<file path="config.mk">
export PLATFORM = sky130hd
export DESIGN_NAME = bmx_matrix
export DESIGN_NICKNAME = d
export VERILOG_FILES = /design/src/design/bmx_pkg.sv /design/src/design/bmx_write_guard.sv /design/src/design/bmx_matrix.sv
export SDC_FILE = /design/constraint.sdc
export NUM_CORES = 2
export LEC_CHECK = 0
export BUFFER_PORTS_ARGS = -buffer_cell sky130_fd_sc_hd__buf_2
export CAP_MARGIN = 15
export CORE_AREA = 2 2 454 456
export DETAILED_ROUTE_END_ITERATION = 10
export DIE_AREA = 0 0 456 458
export SETUP_SLACK_MARGIN = 0.2
export SYNTH_ARGS = -nofsm -noshare
export SYNTH_HDL_FRONTEND = slang
export SYNTH_SLANG_ARGS = --single-unit
</file>
<file path="constraint.sdc">
create_clock -name ref_clk -period 10.08 [get_ports ref_clk]
set_clock_uncertainty 0.05 [all_clocks]
set_input_delay 2.016 -clock ref_clk [delete_from_list [all_inputs] [get_ports ref_clk]]
set_output_delay 2.016 -clock ref_clk [all_outputs]
set_load 0.02 [all_outputs]
</file>
<file path="src/design/bmx_pkg.sv">
// constants and carrier types for the bus matrix and its bridges
package bmx_pkg;

  // sizes
  localparam int DATA_W = 32;
  localparam int NUM_MST = 3;
  localparam int NUM_BRIDGE = 3;
  localparam int NUM_ARB_SLV = 4;
  localparam int NUM_SRAM_PORT = 7;
  localparam int NUM_DIRECT = 4;
  localparam int PERIPH_IDX_LSB = 10;
  localparam int PERIPH_IDX_W = 5;
  localparam int NUM_PERIPH = 32;

  // master numbering
  localparam logic [1:0] MST_CORE = 2'h0;
  localparam logic [1:0] MST_DEBUG = 2'h1;
  localparam logic [1:0] MST_DMA = 2'h2;

  // slave numbering; sram slaves 4..6 are picked by the master
  localparam logic [2:0] SLV_FLASH = 3'h0;
  localparam logic [2:0] SLV_BRIDGE_A = 3'h1;
  localparam logic [2:0] SLV_BRIDGE_B = 3'h2;
  localparam logic [2:0] SLV_BRIDGE_C = 3'h3;
  localparam logic [2:0] SLV_SRAM_CORE = 3'h4;
  localparam logic [2:0] SLV_SRAM_DMA = 3'h5;
  localparam logic [2:0] SLV_SRAM_DEBUG = 3'h6;

  // sram port numbering
  localparam logic [2:0] SRAM_PORT_TRACE = 3'h0;
  localparam logic [2:0] SRAM_PORT_USB = 3'h1;
  localparam logic [2:0] SRAM_PORT_DMA_WB = 3'h2;
  localparam logic [2:0] SRAM_PORT_DMA_FETCH = 3'h3;
  localparam logic [2:0] SRAM_PORT_CORE = 3'h4;
  localparam logic [2:0] SRAM_PORT_DMA_DATA = 3'h5;
  localparam logic [2:0] SRAM_PORT_DEBUG = 3'h6;

  // service levels
  localparam logic [1:0] QOS_BACKGROUND = 2'h0;
  localparam logic [1:0] QOS_BANDWIDTH = 2'h1;
  localparam logic [1:0] QOS_LATENCY = 2'h2;
  localparam logic [1:0] QOS_CRITICAL = 2'h3;
  localparam logic [1:0] QOS_TRACE = 2'h3;
  localparam logic [1:0] QOS_DEBUG = 2'h1;
  localparam logic [1:0] CORE_QOS_RESET = 2'h0;

  // address map, decoded on addr[31:24]
  localparam logic [7:0] REGION_FLASH = 8'h00;
  localparam logic [7:0] REGION_SRAM = 8'h20;
  localparam logic [7:0] REGION_BRIDGE_A = 8'h40;
  localparam logic [7:0] REGION_BRIDGE_B = 8'h41;
  localparam logic [7:0] REGION_BRIDGE_C = 8'h42;
  localparam logic [31:0] CORE_QOS_ADDR = 32'h4100_7110;
  localparam int BRIDGE_QOS_IDX = 1;
  localparam logic [9:0] GUARD_CLR_OFS = 10'h000;
  localparam logic [9:0] GUARD_SET_OFS = 10'h004;

  // transfer sizes
  localparam logic [1:0] SIZE_BYTE = 2'h0;
  localparam logic [1:0] SIZE_HALF = 2'h1;
  localparam logic [1:0] SIZE_WORD = 2'h2;

  typedef struct packed {
    logic valid;
    logic [31:0] addr;
    logic write;
    logic [1:0] size;
    logic [DATA_W-1:0] wdata;
    logic [3:0] prot;
  } bmx_req_type;

  typedef struct packed {
    logic done;
    logic err;
    logic [DATA_W-1:0] rdata;
  } bmx_rsp_type;

  typedef struct packed {
    logic sel;
    logic enable;
    logic [31:0] addr;
    logic write;
    logic [DATA_W-1:0] wdata;
    logic [3:0] strb;
    logic [3:0] prot;
  } bmx_apb_type;

  typedef struct packed {
    logic valid;
    logic [31:0] addr;
    logic write;
    logic [DATA_W-1:0] wdata;
    logic [1:0] size;
  } bmx_sram_port_type;

  typedef struct packed {
    logic valid;
    logic [31:0] addr;
    logic write;
    logic [DATA_W-1:0] wdata;
    logic [3:0] be;
  } bmx_sram_cmd_type;

  typedef enum logic [1:0] {
    BR_IDLE,
    BR_CHECK,
    BR_APB
  } bmx_br_state_type;

endpackage : bmx_pkg

</file>
<file path="src/design/bmx_write_guard.sv">
// per-bridge peripheral write-protect bits with set and clear ports
`timescale 1ns/10ps
`default_nettype none

module bmx_write_guard #(
  parameter int NUM_PERIPH = 32,
  parameter logic [NUM_PERIPH-1:0] PROT_RESET = '0
) (
  // clock and reset
  input wire logic ref_clk,
  input wire logic rst_n,
  // register writes
  input wire logic clk_en,
  input wire logic wr_clear,
  input wire logic wr_set,
  input wire logic [NUM_PERIPH-1:0] wdata,
  // protection state
  output logic [NUM_PERIPH-1:0] prot,
  output logic double_err
);

  logic [NUM_PERIPH-1:0] clr_mask;
  logic [NUM_PERIPH-1:0] set_mask;
  logic [NUM_PERIPH-1:0] next_prot;

  // zero bits in the written word select nothing
  assign clr_mask = (wr_clear && clk_en) ? wdata : '0;
  assign set_mask = (wr_set && clk_en) ? wdata : '0;
  assign double_err = (|(set_mask & prot)) || (|(clr_mask & ~prot));
  // one vector backs both register views
  assign next_prot = (prot | set_mask) & ~clr_mask;

  // runs on ref_clk and takes writes only while clk_en is high, so it keeps going in any sleep that leaves clk_en set
  always_ff @(posedge ref_clk) begin
    if (!rst_n) begin
      prot <= PROT_RESET;
    end else begin
      prot <= next_prot;
    end
  end

endmodule : bmx_write_guard

`default_nettype wire

</file>
<file path="src/design/bmx_matrix.sv">
// bus matrix with sram service-level arbiter and guarded apb bridges
`timescale 1ns/10ps
`default_nettype none

// Contract
// masters reach different slaves concurrently
// 32-bit data, same clock as masters
// masters: core 0, debug 1, dma 2
// slaves: flash, three bridges, three sram
// seven sram ports, four direct, three matrix
// every sram access carries a 2-bit level
// levels 0 and 1 wait one cycle
// highest level wins, then lowest port
// trace level 3, debug level 1, fixed
// core level register bits 1:0, reset zero
// bridge forwards to apb with waits, errors
// apb address and data in one cycle
// byte lanes apply to reads too
// bridge runs only with its clock enabled; code gates new grants only, a started transfer finishes
// one guard per bridge, bit per peripheral
// guard keeps working while its clock runs
// debugger writes bypass protection
// clear register one bit unprotects
// set register one bit protects
// both registers read the same vector
// protected write dropped with error response
// double protect or unprotect returns error
// zero bits leave protection unchanged
module bmx_matrix #(
  parameter logic [31:0] GUARD_PROT_RESET = 32'h0000_0000
) (
  // clock and reset
  input wire logic ref_clk,
  input wire logic rst_n,
  // masters: core, debug, dma data
  input wire bmx_pkg::bmx_req_type mst_req [bmx_pkg::NUM_MST],
  output var bmx_pkg::bmx_rsp_type mst_rsp [bmx_pkg::NUM_MST],
  // flash slave
  output var bmx_pkg::bmx_req_type flash_req,
  input wire bmx_pkg::bmx_rsp_type flash_rsp,
  // peripheral bridges
  input wire logic [bmx_pkg::NUM_BRIDGE-1:0] bridge_clk_en,
  input wire logic [bmx_pkg::NUM_BRIDGE-1:0] guard_clk_en,
  output var bmx_pkg::bmx_apb_type apb_out [bmx_pkg::NUM_BRIDGE],
  input wire logic [bmx_pkg::NUM_BRIDGE-1:0] apb_ready,
  input wire logic [bmx_pkg::NUM_BRIDGE-1:0] apb_slverr,
  input wire logic [bmx_pkg::DATA_W-1:0] apb_rdata [bmx_pkg::NUM_BRIDGE],
  // direct sram ports, their levels and the dma data port level
  input wire bmx_pkg::bmx_sram_port_type direct_port [bmx_pkg::NUM_DIRECT],
  input wire logic [1:0] usb_qos,
  input wire logic [1:0] dma_wb_qos,
  input wire logic [1:0] dma_fetch_qos,
  input wire logic [1:0] dma_data_qos,
  output logic [bmx_pkg::NUM_DIRECT-1:0] direct_done,
  output logic [bmx_pkg::DATA_W-1:0] direct_rdata,
  // sram array
  output var bmx_pkg::bmx_sram_cmd_type sram_cmd,
  output logic [1:0] sram_cmd_qos,
  input wire logic [bmx_pkg::DATA_W-1:0] sram_rdata
);

  localparam int NM = bmx_pkg::NUM_MST;
  localparam int NB = bmx_pkg::NUM_BRIDGE;
  localparam int NS = bmx_pkg::NUM_ARB_SLV;
  localparam int NP = bmx_pkg::NUM_SRAM_PORT;
  localparam int ND = bmx_pkg::NUM_DIRECT;
  localparam int DW = bmx_pkg::DATA_W;
  localparam int PW = bmx_pkg::PERIPH_IDX_W;
  localparam int LSB = bmx_pkg::PERIPH_IDX_LSB;

  function automatic logic [3:0] lane_strb(input logic [1:0] size, input logic [1:0] ofs);
    logic [3:0] res;
    res = 4'hF;
    if (size == bmx_pkg::SIZE_BYTE) begin
      res = 4'h1 << ofs;
    end else if (size == bmx_pkg::SIZE_HALF) begin
      res = ofs[1] ? 4'hC : 4'h3;
    end
    return res;
  endfunction : lane_strb

  // {hit, slave}; any sram address reports the core sram slave
  function automatic logic [3:0] decode_slave(input logic [31:0] addr);
    logic [3:0] res;
    res = 4'h0;
    if (addr[31:24] == bmx_pkg::REGION_FLASH) begin
      res = {1'b1, bmx_pkg::SLV_FLASH};
    end else if (addr[31:24] == bmx_pkg::REGION_SRAM) begin
      res = {1'b1, bmx_pkg::SLV_SRAM_CORE};
    end else if (addr[31:24] == bmx_pkg::REGION_BRIDGE_A) begin
      res = {1'b1, bmx_pkg::SLV_BRIDGE_A};
    end else if (addr[31:24] == bmx_pkg::REGION_BRIDGE_B) begin
      res = {1'b1, bmx_pkg::SLV_BRIDGE_B};
    end else if (addr[31:24] == bmx_pkg::REGION_BRIDGE_C) begin
      res = {1'b1, bmx_pkg::SLV_BRIDGE_C};
    end
    return res;
  endfunction : decode_slave

  function automatic logic [1:0] onehot_index(input logic [NM-1:0] vec);
    logic [1:0] idx;
    idx = 2'h0;
    for (int i = 0; i < NM; i++) begin
      if (vec[i]) begin
        idx = 2'(i);
      end
    end
    return idx;
  endfunction : onehot_index

  // each matrix master owns one sram port
  function automatic logic [2:0] mst_port(input logic [1:0] mst);
    logic [2:0] port;
    case (mst)
      bmx_pkg::MST_CORE: port = bmx_pkg::SRAM_PORT_CORE;
      bmx_pkg::MST_DEBUG: port = bmx_pkg::SRAM_PORT_DEBUG;
      default: port = bmx_pkg::SRAM_PORT_DMA_DATA;
    endcase
    return port;
  endfunction : mst_port

  logic [3:0] mst_dec [NM];
  logic [NM-1:0] take;
  logic [NM-1:0] to_sram;
  logic [NM-1:0] to_none;
  logic [NM-1:0] slv_gnt [NS];
  logic [NS-1:0] slv_busy;
  logic [NS-1:0] slv_open;
  logic [1:0] flash_owner;
  logic flash_fin;
  logic [NB-1:0] br_fin;
  logic [NB-1:0] br_err;
  logic [NB-1:0] br_qos_wr;
  logic [DW-1:0] br_rdata [NB];
  logic [1:0] br_owner [NB];
  logic [1:0] core_qos;
  logic [DW-1:0] qos_wdata;
  logic [1:0] port_qos [NP];
  bmx_pkg::bmx_sram_port_type pv [NP];
  logic [NP-1:0] preq;
  logic [NP-1:0] elig;
  logic [NP-1:0] aged;
  logic [NP-1:0] sram_out;
  logic [NP-1:0] sram_gnt;
  logic [NP-1:0] ret_done;
  logic sel_found;
  logic [2:0] sel_port;
  logic [1:0] sel_qos;
  logic [2:0] cmd_port;
  logic ret_valid;
  logic [2:0] ret_port;
  bmx_pkg::bmx_sram_cmd_type next_cmd;

  genvar gm, gs, gb, gp;

  // per master: decode, take, answer
  for (gm = 0; gm < NM; gm++) begin : g_mst
    logic busy;
    logic granted;
    bmx_pkg::bmx_rsp_type next_rsp;
    assign mst_dec[gm] = decode_slave(mst_req[gm].addr);
    // done still high blocks a second take of the request being answered
    assign take[gm] = mst_req[gm].valid && !busy && !mst_rsp[gm].done;
    assign to_none[gm] = take[gm] && !mst_dec[gm][3];
    assign to_sram[gm] = take[gm] && (mst_dec[gm] == {1'b1, bmx_pkg::SLV_SRAM_CORE});
    always_comb begin
      granted = to_sram[gm] || to_none[gm];
      for (int s = 0; s < NS; s++) begin
        granted = granted || slv_gnt[s][gm];
      end
      next_rsp = '0;
      if (to_none[gm]) begin
        next_rsp.done = 1'b1;
        next_rsp.err = 1'b1;
      end
      if (flash_fin && flash_owner == 2'(gm)) begin
        next_rsp.done = 1'b1;
        next_rsp.err = flash_rsp.err;
        next_rsp.rdata = flash_rsp.rdata;
      end
      for (int b = 0; b < NB; b++) begin
        if (br_fin[b] && br_owner[b] == 2'(gm)) begin
          next_rsp.done = 1'b1;
          next_rsp.err = br_err[b];
          next_rsp.rdata = br_rdata[b];
        end
      end
      if (ret_valid && ret_port == mst_port(2'(gm))) begin
        next_rsp.done = 1'b1;
        next_rsp.rdata = sram_rdata;
      end
    end
    always_ff @(posedge ref_clk) begin
      if (!rst_n) begin
        busy <= 1'b0;
        mst_rsp[gm] <= '0;
      end else begin
        busy <= next_rsp.done ? 1'b0 : (granted || busy);
        mst_rsp[gm] <= next_rsp;
      end
    end
  end

  // per shared slave: lowest free master wins; distinct slaves never interact
  assign slv_busy[0] = flash_req.valid;
  assign slv_open[0] = 1'b1;
  assign slv_open[NS-1:1] = bridge_clk_en;
  for (gs = 0; gs < NS; gs++) begin : g_slv
    logic [NM-1:0] gnt;
    always_comb begin
      gnt = '0;
      for (int m = 0; m < NM; m++) begin
        if (take[m] && mst_dec[m] == {1'b1, 3'(gs)} && !slv_busy[gs] && slv_open[gs] && gnt == '0) begin
          gnt[m] = 1'b1;
        end
      end
    end
    assign slv_gnt[gs] = gnt;
  end

  assign flash_fin = flash_req.valid && flash_rsp.done;

  always_ff @(posedge ref_clk) begin
    if (!rst_n) begin
      flash_req <= '0;
      flash_owner <= 2'h0;
    end else if (|slv_gnt[0]) begin
      flash_req <= mst_req[onehot_index(slv_gnt[0])];
      flash_owner <= onehot_index(slv_gnt[0]);
    end else if (flash_fin) begin
      flash_req.valid <= 1'b0;
    end
  end

  // bridges, each with its own guard
  for (gb = 0; gb < NB; gb++) begin : g_br
    bmx_pkg::bmx_br_state_type state;
    bmx_pkg::bmx_req_type cap;
    bmx_pkg::bmx_apb_type apb_load;
    logic [1:0] own;
    logic [DW-1:0] prot;
    logic [DW-1:0] local_rdata;
    logic [PW-1:0] pidx;
    logic [3:0] strb;
    logic dbl_err;
    logic guard_win;
    logic clr_hit;
    logic set_hit;
    logic qos_hit;
    logic local_hit;
    logic blocked;
    logic in_check;
    logic wr_clr;
    logic wr_set;
    logic local_err;

    assign pidx = cap.addr[LSB +: PW];
    assign strb = lane_strb(cap.size, cap.addr[1:0]);
    assign guard_win = (pidx == '0);
    assign clr_hit = guard_win && cap.addr[LSB-1:0] == bmx_pkg::GUARD_CLR_OFS;
    assign set_hit = guard_win && cap.addr[LSB-1:0] == bmx_pkg::GUARD_SET_OFS;
    assign qos_hit = (gb == bmx_pkg::BRIDGE_QOS_IDX) && cap.addr == bmx_pkg::CORE_QOS_ADDR;
    assign local_hit = guard_win || qos_hit;
    assign blocked = cap.write && own != bmx_pkg::MST_DEBUG && prot[pidx] && !local_hit;
    assign in_check = (state == bmx_pkg::BR_CHECK);
    assign wr_clr = in_check && cap.write && clr_hit;
    assign wr_set = in_check && cap.write && set_hit;
    assign local_err = (guard_win && !clr_hit && !set_hit) || ((wr_clr || wr_set) && dbl_err);
    assign local_rdata = (clr_hit || set_hit) ? prot : (qos_hit ? {{(DW-2){1'b0}}, core_qos} : '0);
    // single merged cycle: select and enable rise together, lanes for reads too
    assign apb_load = '{sel: 1'b1, enable: 1'b1, addr: cap.addr, write: cap.write,
                        wdata: cap.wdata, strb: strb, prot: cap.prot};

    assign br_fin[gb] = (in_check && (local_hit || blocked)) || (state == bmx_pkg::BR_APB && apb_ready[gb]);
    assign br_err[gb] = in_check ? (local_err || blocked) : apb_slverr[gb];
    assign br_rdata[gb] = in_check ? local_rdata : apb_rdata[gb];
    assign br_owner[gb] = own;
    assign br_qos_wr[gb] = in_check && qos_hit && cap.write && strb[0];
    assign slv_busy[gb+1] = (state != bmx_pkg::BR_IDLE);

    bmx_write_guard #(
      .NUM_PERIPH(bmx_pkg::NUM_PERIPH),
      .PROT_RESET(GUARD_PROT_RESET)
    ) u_guard (
      .ref_clk(ref_clk),
      .rst_n(rst_n),
      .clk_en(guard_clk_en[gb]),
      .wr_clear(wr_clr),
      .wr_set(wr_set),
      .wdata(cap.wdata),
      .prot(prot),
      .double_err(dbl_err)
    );

    always_ff @(posedge ref_clk) begin
      if (!rst_n) begin
        state <= bmx_pkg::BR_IDLE;
        cap <= '0;
        own <= 2'h0;
        apb_out[gb] <= '0;
      end else begin
        case (state)
          bmx_pkg::BR_IDLE: begin
            if (|slv_gnt[gb+1]) begin
              state <= bmx_pkg::BR_CHECK;
              cap <= mst_req[onehot_index(slv_gnt[gb+1])];
              own <= onehot_index(slv_gnt[gb+1]);
            end
          end
          bmx_pkg::BR_CHECK: begin
            // a blocked write never reaches the peripheral
            if (local_hit || blocked) begin
              state <= bmx_pkg::BR_IDLE;
            end else begin
              state <= bmx_pkg::BR_APB;
              apb_out[gb] <= apb_load;
            end
          end
          bmx_pkg::BR_APB: begin
            // wait states: hold until the peripheral is ready
            if (apb_ready[gb]) begin
              state <= bmx_pkg::BR_IDLE;
              apb_out[gb].sel <= 1'b0;
              apb_out[gb].enable <= 1'b0;
            end
          end
          default: begin
            state <= bmx_pkg::BR_IDLE;
          end
        endcase
      end
    end
  end

  assign qos_wdata = g_br[bmx_pkg::BRIDGE_QOS_IDX].cap.wdata;

  always_ff @(posedge ref_clk) begin
    if (!rst_n) begin
      core_qos <= bmx_pkg::CORE_QOS_RESET;
    end else if (|br_qos_wr) begin
      core_qos <= qos_wdata[1:0];
    end
  end

  // sram service levels per port
  assign port_qos[bmx_pkg::SRAM_PORT_TRACE] = bmx_pkg::QOS_TRACE;
  assign port_qos[bmx_pkg::SRAM_PORT_USB] = usb_qos;
  assign port_qos[bmx_pkg::SRAM_PORT_DMA_WB] = dma_wb_qos;
  assign port_qos[bmx_pkg::SRAM_PORT_DMA_FETCH] = dma_fetch_qos;
  assign port_qos[bmx_pkg::SRAM_PORT_CORE] = core_qos;
  assign port_qos[bmx_pkg::SRAM_PORT_DMA_DATA] = dma_data_qos;
  assign port_qos[bmx_pkg::SRAM_PORT_DEBUG] = bmx_pkg::QOS_DEBUG;

  for (gp = 0; gp < NP; gp++) begin : g_port
    if (gp < ND) begin : g_direct
      // direct ports bypass the matrix
      assign pv[gp] = direct_port[gp];
      assign preq[gp] = direct_port[gp].valid && !direct_done[gp];
    end else begin : g_matrix
      logic pend;
      logic [1:0] src;
      bmx_pkg::bmx_sram_port_type hold;
      assign src = (gp == bmx_pkg::SRAM_PORT_CORE) ? bmx_pkg::MST_CORE :
                   ((gp == bmx_pkg::SRAM_PORT_DEBUG) ? bmx_pkg::MST_DEBUG : bmx_pkg::MST_DMA);
      assign pv[gp] = hold;
      assign preq[gp] = pend;
      always_ff @(posedge ref_clk) begin
        if (!rst_n) begin
          pend <= 1'b0;
          hold <= '0;
        end else if (to_sram[src]) begin
          pend <= 1'b1;
          hold <= '{valid: 1'b1, addr: mst_req[src].addr, write: mst_req[src].write,
                    wdata: mst_req[src].wdata, size: mst_req[src].size};
        end else if (sram_gnt[gp]) begin
          pend <= 1'b0;
        end
      end
    end
    // low levels must first sit out one cycle
    assign elig[gp] = preq[gp] && !sram_out[gp] && (port_qos[gp][1] || aged[gp]);
  end

  // scan from the top port down so ties fall to the lowest port
  always_comb begin
    sel_found = 1'b0;
    sel_port = 3'h0;
    sel_qos = 2'h0;
    for (int p = NP - 1; p >= 0; p--) begin
      if (elig[p] && (!sel_found || port_qos[p] >= sel_qos)) begin
        sel_found = 1'b1;
        sel_port = 3'(p);
        sel_qos = port_qos[p];
      end
    end
  end

  assign sram_gnt = sel_found ? ({{(NP-1){1'b0}}, 1'b1} << sel_port) : '0;
  assign ret_done = ret_valid ? ({{(NP-1){1'b0}}, 1'b1} << ret_port) : '0;
  assign next_cmd = '{valid: sel_found, addr: pv[sel_port].addr, write: pv[sel_port].write,
                      wdata: pv[sel_port].wdata,
                      be: lane_strb(pv[sel_port].size, pv[sel_port].addr[1:0])};

  // one access per cycle; data returns the cycle after the command
  always_ff @(posedge ref_clk) begin
    if (!rst_n) begin
      sram_cmd <= '0;
      sram_cmd_qos <= 2'h0;
      cmd_port <= 3'h0;
      ret_valid <= 1'b0;
      ret_port <= 3'h0;
      sram_out <= '0;
      aged <= '0;
      direct_done <= '0;
      direct_rdata <= '0;
    end else begin
      sram_cmd <= next_cmd;
      sram_cmd_qos <= sel_qos;
      cmd_port <= sel_port;
      ret_valid <= sram_cmd.valid;
      ret_port <= cmd_port;
      sram_out <= (sram_out | sram_gnt) & ~ret_done;
      aged <= preq & ~sram_out & ~sram_gnt;
      direct_done <= ret_done[ND-1:0];
      if (ret_valid) begin
        direct_rdata <= sram_rdata;
      end
    end
  end

endmodule : bmx_matrix

`default_nettype wire

</file>
==> impl_summary.log <==
INFO  metric cts-buffers-inserted = 134
INFO  metric post_cts_resize_count = 0
INFO  metric drive_above_1_share = 20.9%
INFO  metric post_synth_and_or_nand_nor_area_fraction = 23.8%
INFO  metric grt_pass1_wl = 445,000 µm
INFO  metric outcome = finished clean
INFO  metric final_cell_mix = sky130_fd_sc_hd__nand2_1 (1,725), sky130_fd_sc_hd__buf_2 (1,177), sky130_fd_sc_hd__dfxtp_1 (1,053)
INFO  metric grt_start_max_net_pins = 212
INFO  metric first_global_vias = 53,278
INFO  metric hold_class = flop to flop
INFO  metric die_w = 456 µm
INFO  metric switching_share = 28.4%
INFO  metric worst-r2r-setup-slack = 2.08 ns
INFO  metric power.clock.fraction = 48.0%
INFO  metric global_route.usage.total = 30.2%
INFO  metric tritoncts = done
INFO  metric power-per-cell-area = 160 mW/mm²
INFO  metric criticalPathCategory = input pin to flop
INFO  metric timing.final.hold_violations = 0
INFO  metric hold_start = cmd_port[0]
INFO  metric seq_area_frac_synth = 40.9%
INFO  metric clkSlewWorstSetupHoldPaths = 0.06 ns
INFO  metric boundaryPins = 1,179
INFO  metric timing.critical_path.arrival = 9.46 ns
INFO  metric syn_inst = 6,851
INFO  metric cell_internal_power = 7.42 mW
INFO  metric timing.max_slew.rel_slack = 11.6%
INFO  metric drc_errors = 0
INFO  metric fin_crit_sh = 87.0%
INFO  metric detailed_place.area = 0.0600 mm²
INFO  metric max_cap_viol_count = 0
INFO  metric ys_ff_latch = 1,056
INFO  metric ctsRootBufferMaster = sky130_fd_sc_hd__clkbuf_16
INFO  metric synth_top_family_by_area = simple AND/OR/NAND/NOR gates
INFO  metric final_period_minus_worst_setup_slack = 8.77 ns
INFO  metric areaGrowthSynthToFinish = 25.0%
INFO  metric yosys.cell_types.count = 90
INFO  metric route.final.wire_length = 332,000 µm
INFO  metric async_reset_ff_share = 0%
INFO  metric critical_path.top_delay_family = compound AO/OA/AOI/OAI gates
INFO  metric synth-edff-count = 0
INFO  metric fmax = 114 MHz
INFO  metric utilization = 31.7%
INFO  metric drtIter0Drc = 7,104
INFO  metric worst_pin_slew = 1.32 ns
INFO  metric critical_path_cell_count = 33
INFO  metric adder_and_majority_gate_portion_of_the_synthesized_area = 0.213%
INFO  metric initial_utilization = 25.4%
INFO  metric layout_setup_ws = 1.31 ns
INFO  metric synthesis.nets = 7,531
INFO  metric worstRegToRegCells = 32
INFO  metric leakagePower = 25.2 nW
INFO  metric startpoint_type = input pin
INFO  metric critical_path.slowest_cell = sky130_fd_sc_hd__a21o_4
INFO  metric power_frac_comb = 10.6%
INFO  metric die-area = 0.209 mm²
INFO  metric syn_area = 0.0517 mm²
INFO  metric routabilityCongestion = 0.977
INFO  metric drt.antenna.violating_nets = 0
INFO  metric fp-row-count = 166
INFO  metric dp_slack = 0.647 ns
INFO  metric final_nets = 8,390
INFO  metric cp-end-kind = flop
INFO  metric synth.mux.area_fraction = 8.52%
INFO  metric share_seq_of_total_power = 41.4%
INFO  metric synth.avg_cell_area = 7.55 µm²
INFO  metric post_cts_buffers = 0
INFO  metric post_drt_wl_per_cell = 31.5 µm
INFO  metric die_h = 458 µm
INFO  metric cts_htree_levels = 4
INFO  metric clock_latency = 0.82 ns
INFO  metric worstPathBufferInverterCount = 2
INFO  metric io_buffers = 1,178
INFO  metric critPathMaxStageDelay = 0.51 ns
INFO  metric final-max-slew-violation-count = 0
INFO  metric vias = 57,915
INFO  metric design_area = 0.0646 mm²
INFO  metric core_area = 0.204 mm²
INFO  metric path_max_fanout = 42
INFO  metric cts_hold_buf = 0
INFO  metric r2r_start = sram_out[5]
INFO  metric irDropWorstVdd = 192 µV
INFO  metric timing.final.setup_violations = 0
INFO  metric post_drt_via_cell_ratio = 5.49
INFO  metric antenna_found_initial = 95
INFO  metric startpoint = dma_data_qos[1]
INFO  metric fin_hold_ws = 0.381 ns
INFO  metric required_time_reported_for_the_critical_path_endpoint = 10.77 ns
INFO  metric totalNegativeSetupSlack = 0 ns
INFO  metric switching_power = 2.94 mW
INFO  metric min_delay_path_depth = 1
INFO  metric synth_warnings = 0
INFO  metric synth_xor_xnor_area_share = 0.0847%
INFO  metric dominantRegCellSynth = sky130_fd_sc_hd__dfxtp_1
INFO  metric ctsLongestPathBuffers = 3
INFO  metric layout.cells.most_common = sky130_fd_sc_hd__nand2_1
INFO  metric compound_gate_fraction_of_synth_area = 21.4%
INFO  metric cts_sinks = 1,056
INFO  metric dr.pass1.iters = 6
INFO  metric rsz_0062_raised_after_global_routing = no
INFO  metric grt_remaining_overflow = 0
INFO  metric dp_hpwl = 250,000 µm
[Yosys cell counts, types with 7 or more instances]
master,instances,area (µm²)
sky130_fd_sc_hd__and3_1,94,588
sky130_fd_sc_hd__a21boi_0,15,113
sky130_fd_sc_hd__o22ai_1,36,225
sky130_fd_sc_hd__a221o_1,12,120
sky130_fd_sc_hd__and2_1,14,87.6
sky130_fd_sc_hd__nor3_1,74,370
sky130_fd_sc_hd__o22a_1,7,61.3
sky130_fd_sc_hd__nand3b_1,9,67.6
sky130_fd_sc_hd__a31oi_1,70,438
sky130_fd_sc_hd__mux4_2,18,405
sky130_fd_sc_hd__nand3_1,240,1200
sky130_fd_sc_hd__nor2b_1,26,163
sky130_fd_sc_hd__mux2i_1,376,3760
sky130_fd_sc_hd__or3_1,7,43.8
sky130_fd_sc_hd__a211oi_1,162,1220
sky130_fd_sc_hd__a22oi_1,35,263
sky130_fd_sc_hd__inv_1,92,345
sky130_fd_sc_hd__nand4_1,13,81.3
sky130_fd_sc_hd__ha_1,8,100
sky130_fd_sc_hd__a2111oi_1,9,90.1
sky130_fd_sc_hd__buf_2,45,225
sky130_fd_sc_hd__clkbuf_1,481,1810
sky130_fd_sc_hd__o221ai_2,20,300
sky130_fd_sc_hd__a21oi_1,929,4650
sky130_fd_sc_hd__buf_4,9,67.6
sky130_fd_sc_hd__a2111oi_0,12,105
sky130_fd_sc_hd__a22o_1,35,307
sky130_fd_sc_hd__a21o_1,13,97.6
sky130_fd_sc_hd__mux2_2,7,78.8
sky130_fd_sc_hd__a221oi_1,14,123
sky130_fd_sc_hd__nor3b_1,13,97.6
sky130_fd_sc_hd__o211ai_1,154,1160
sky130_fd_sc_hd__dfxtp_1,1056,21100
sky130_fd_sc_hd__and4_1,7,61.3
sky130_fd_sc_hd__a311oi_1,83,727
sky130_fd_sc_hd__nor2_1,609,2290
sky130_fd_sc_hd__nand2_1,1733,6500
sky130_fd_sc_hd__buf_1,39,146
sky130_fd_sc_hd__o21ai_0,94,470
sky130_fd_sc_hd__nand2b_1,43,269
sky130_fd_sc_hd__nor4_1,21,131
[cell type report]
type	instances	area [µm²]
timing repair buffer	1303	6960
tap	2688	3360
clock buffer	188	3820
antenna	46	115
inverter	93	357
clock inverter	48	636
fill	21829	139000
sequential	1056	21100
multi-input combinational	5122	28200
[metrics by stage]
stage                     cells  total power [mW]
final                     10544              10.4
after global routing      10533              10.6
after CTS                 10498              10.4
after detailed placement  10262              5.46
after global placement    10261              5.45
after floorplan            6851              4.84
[path summary, 6_finish.rpt]
path                  endpoint
setup / recovery  sram_cmd[47]
hold / removal     ret_port[0]
setup reg to reg  sram_cmd[47]
hold reg to reg    ret_port[0]
[logic make-up after synthesis]
group,after synthesis
and+or+nand+nor,2937
xor gates and xnor gates,5
adders and majority gates,9
DFF,1056
buffers and inverters,673
AOI/OAI and AO/OA,1764
muxes,407
[power groups by stage]
stage / registers [mW] / logic [mW] / clock network, mW
global placement: 4.38 / 1.07 / 0
detailed placement: 4.38 / 1.08 / 0
CTS: 4.29 / 1.08 / 5.06
finish: 4.29 / 1.10 / 4.98
global route: 4.29 / 1.15 / 5.20
floorplan: 4.41 / 0.431 / 0
[flip-flops by register name (all words and copies together) (netlist names), 4 cells and up]
name / cells
g_port.g_matrix.hold: 201
flash_req: 72
g_br.cap: 6
qos_wdata: 32
direct_done: 4
mst_rsp: 102
g_br.own: 6
g_br.u_guard.prot: 96
aged: 6
g_br.apb_load: 175
sram_out: 7
direct_rdata: 32
apb_out: 222
g_br.state: 6
sram_cmd: 70
[metal layers]
layer  vias up  global-route usage [%]  part of all wire [%]
li1      25679                       -                     -
met1     27975                    37.5                    40
met2      3484                    48.1                    46
met3       749                    5.69                   7.8
met4        28                    19.4                   6.9
met5         -                       0                 0.056
Power figures use the tool's default switching activity.
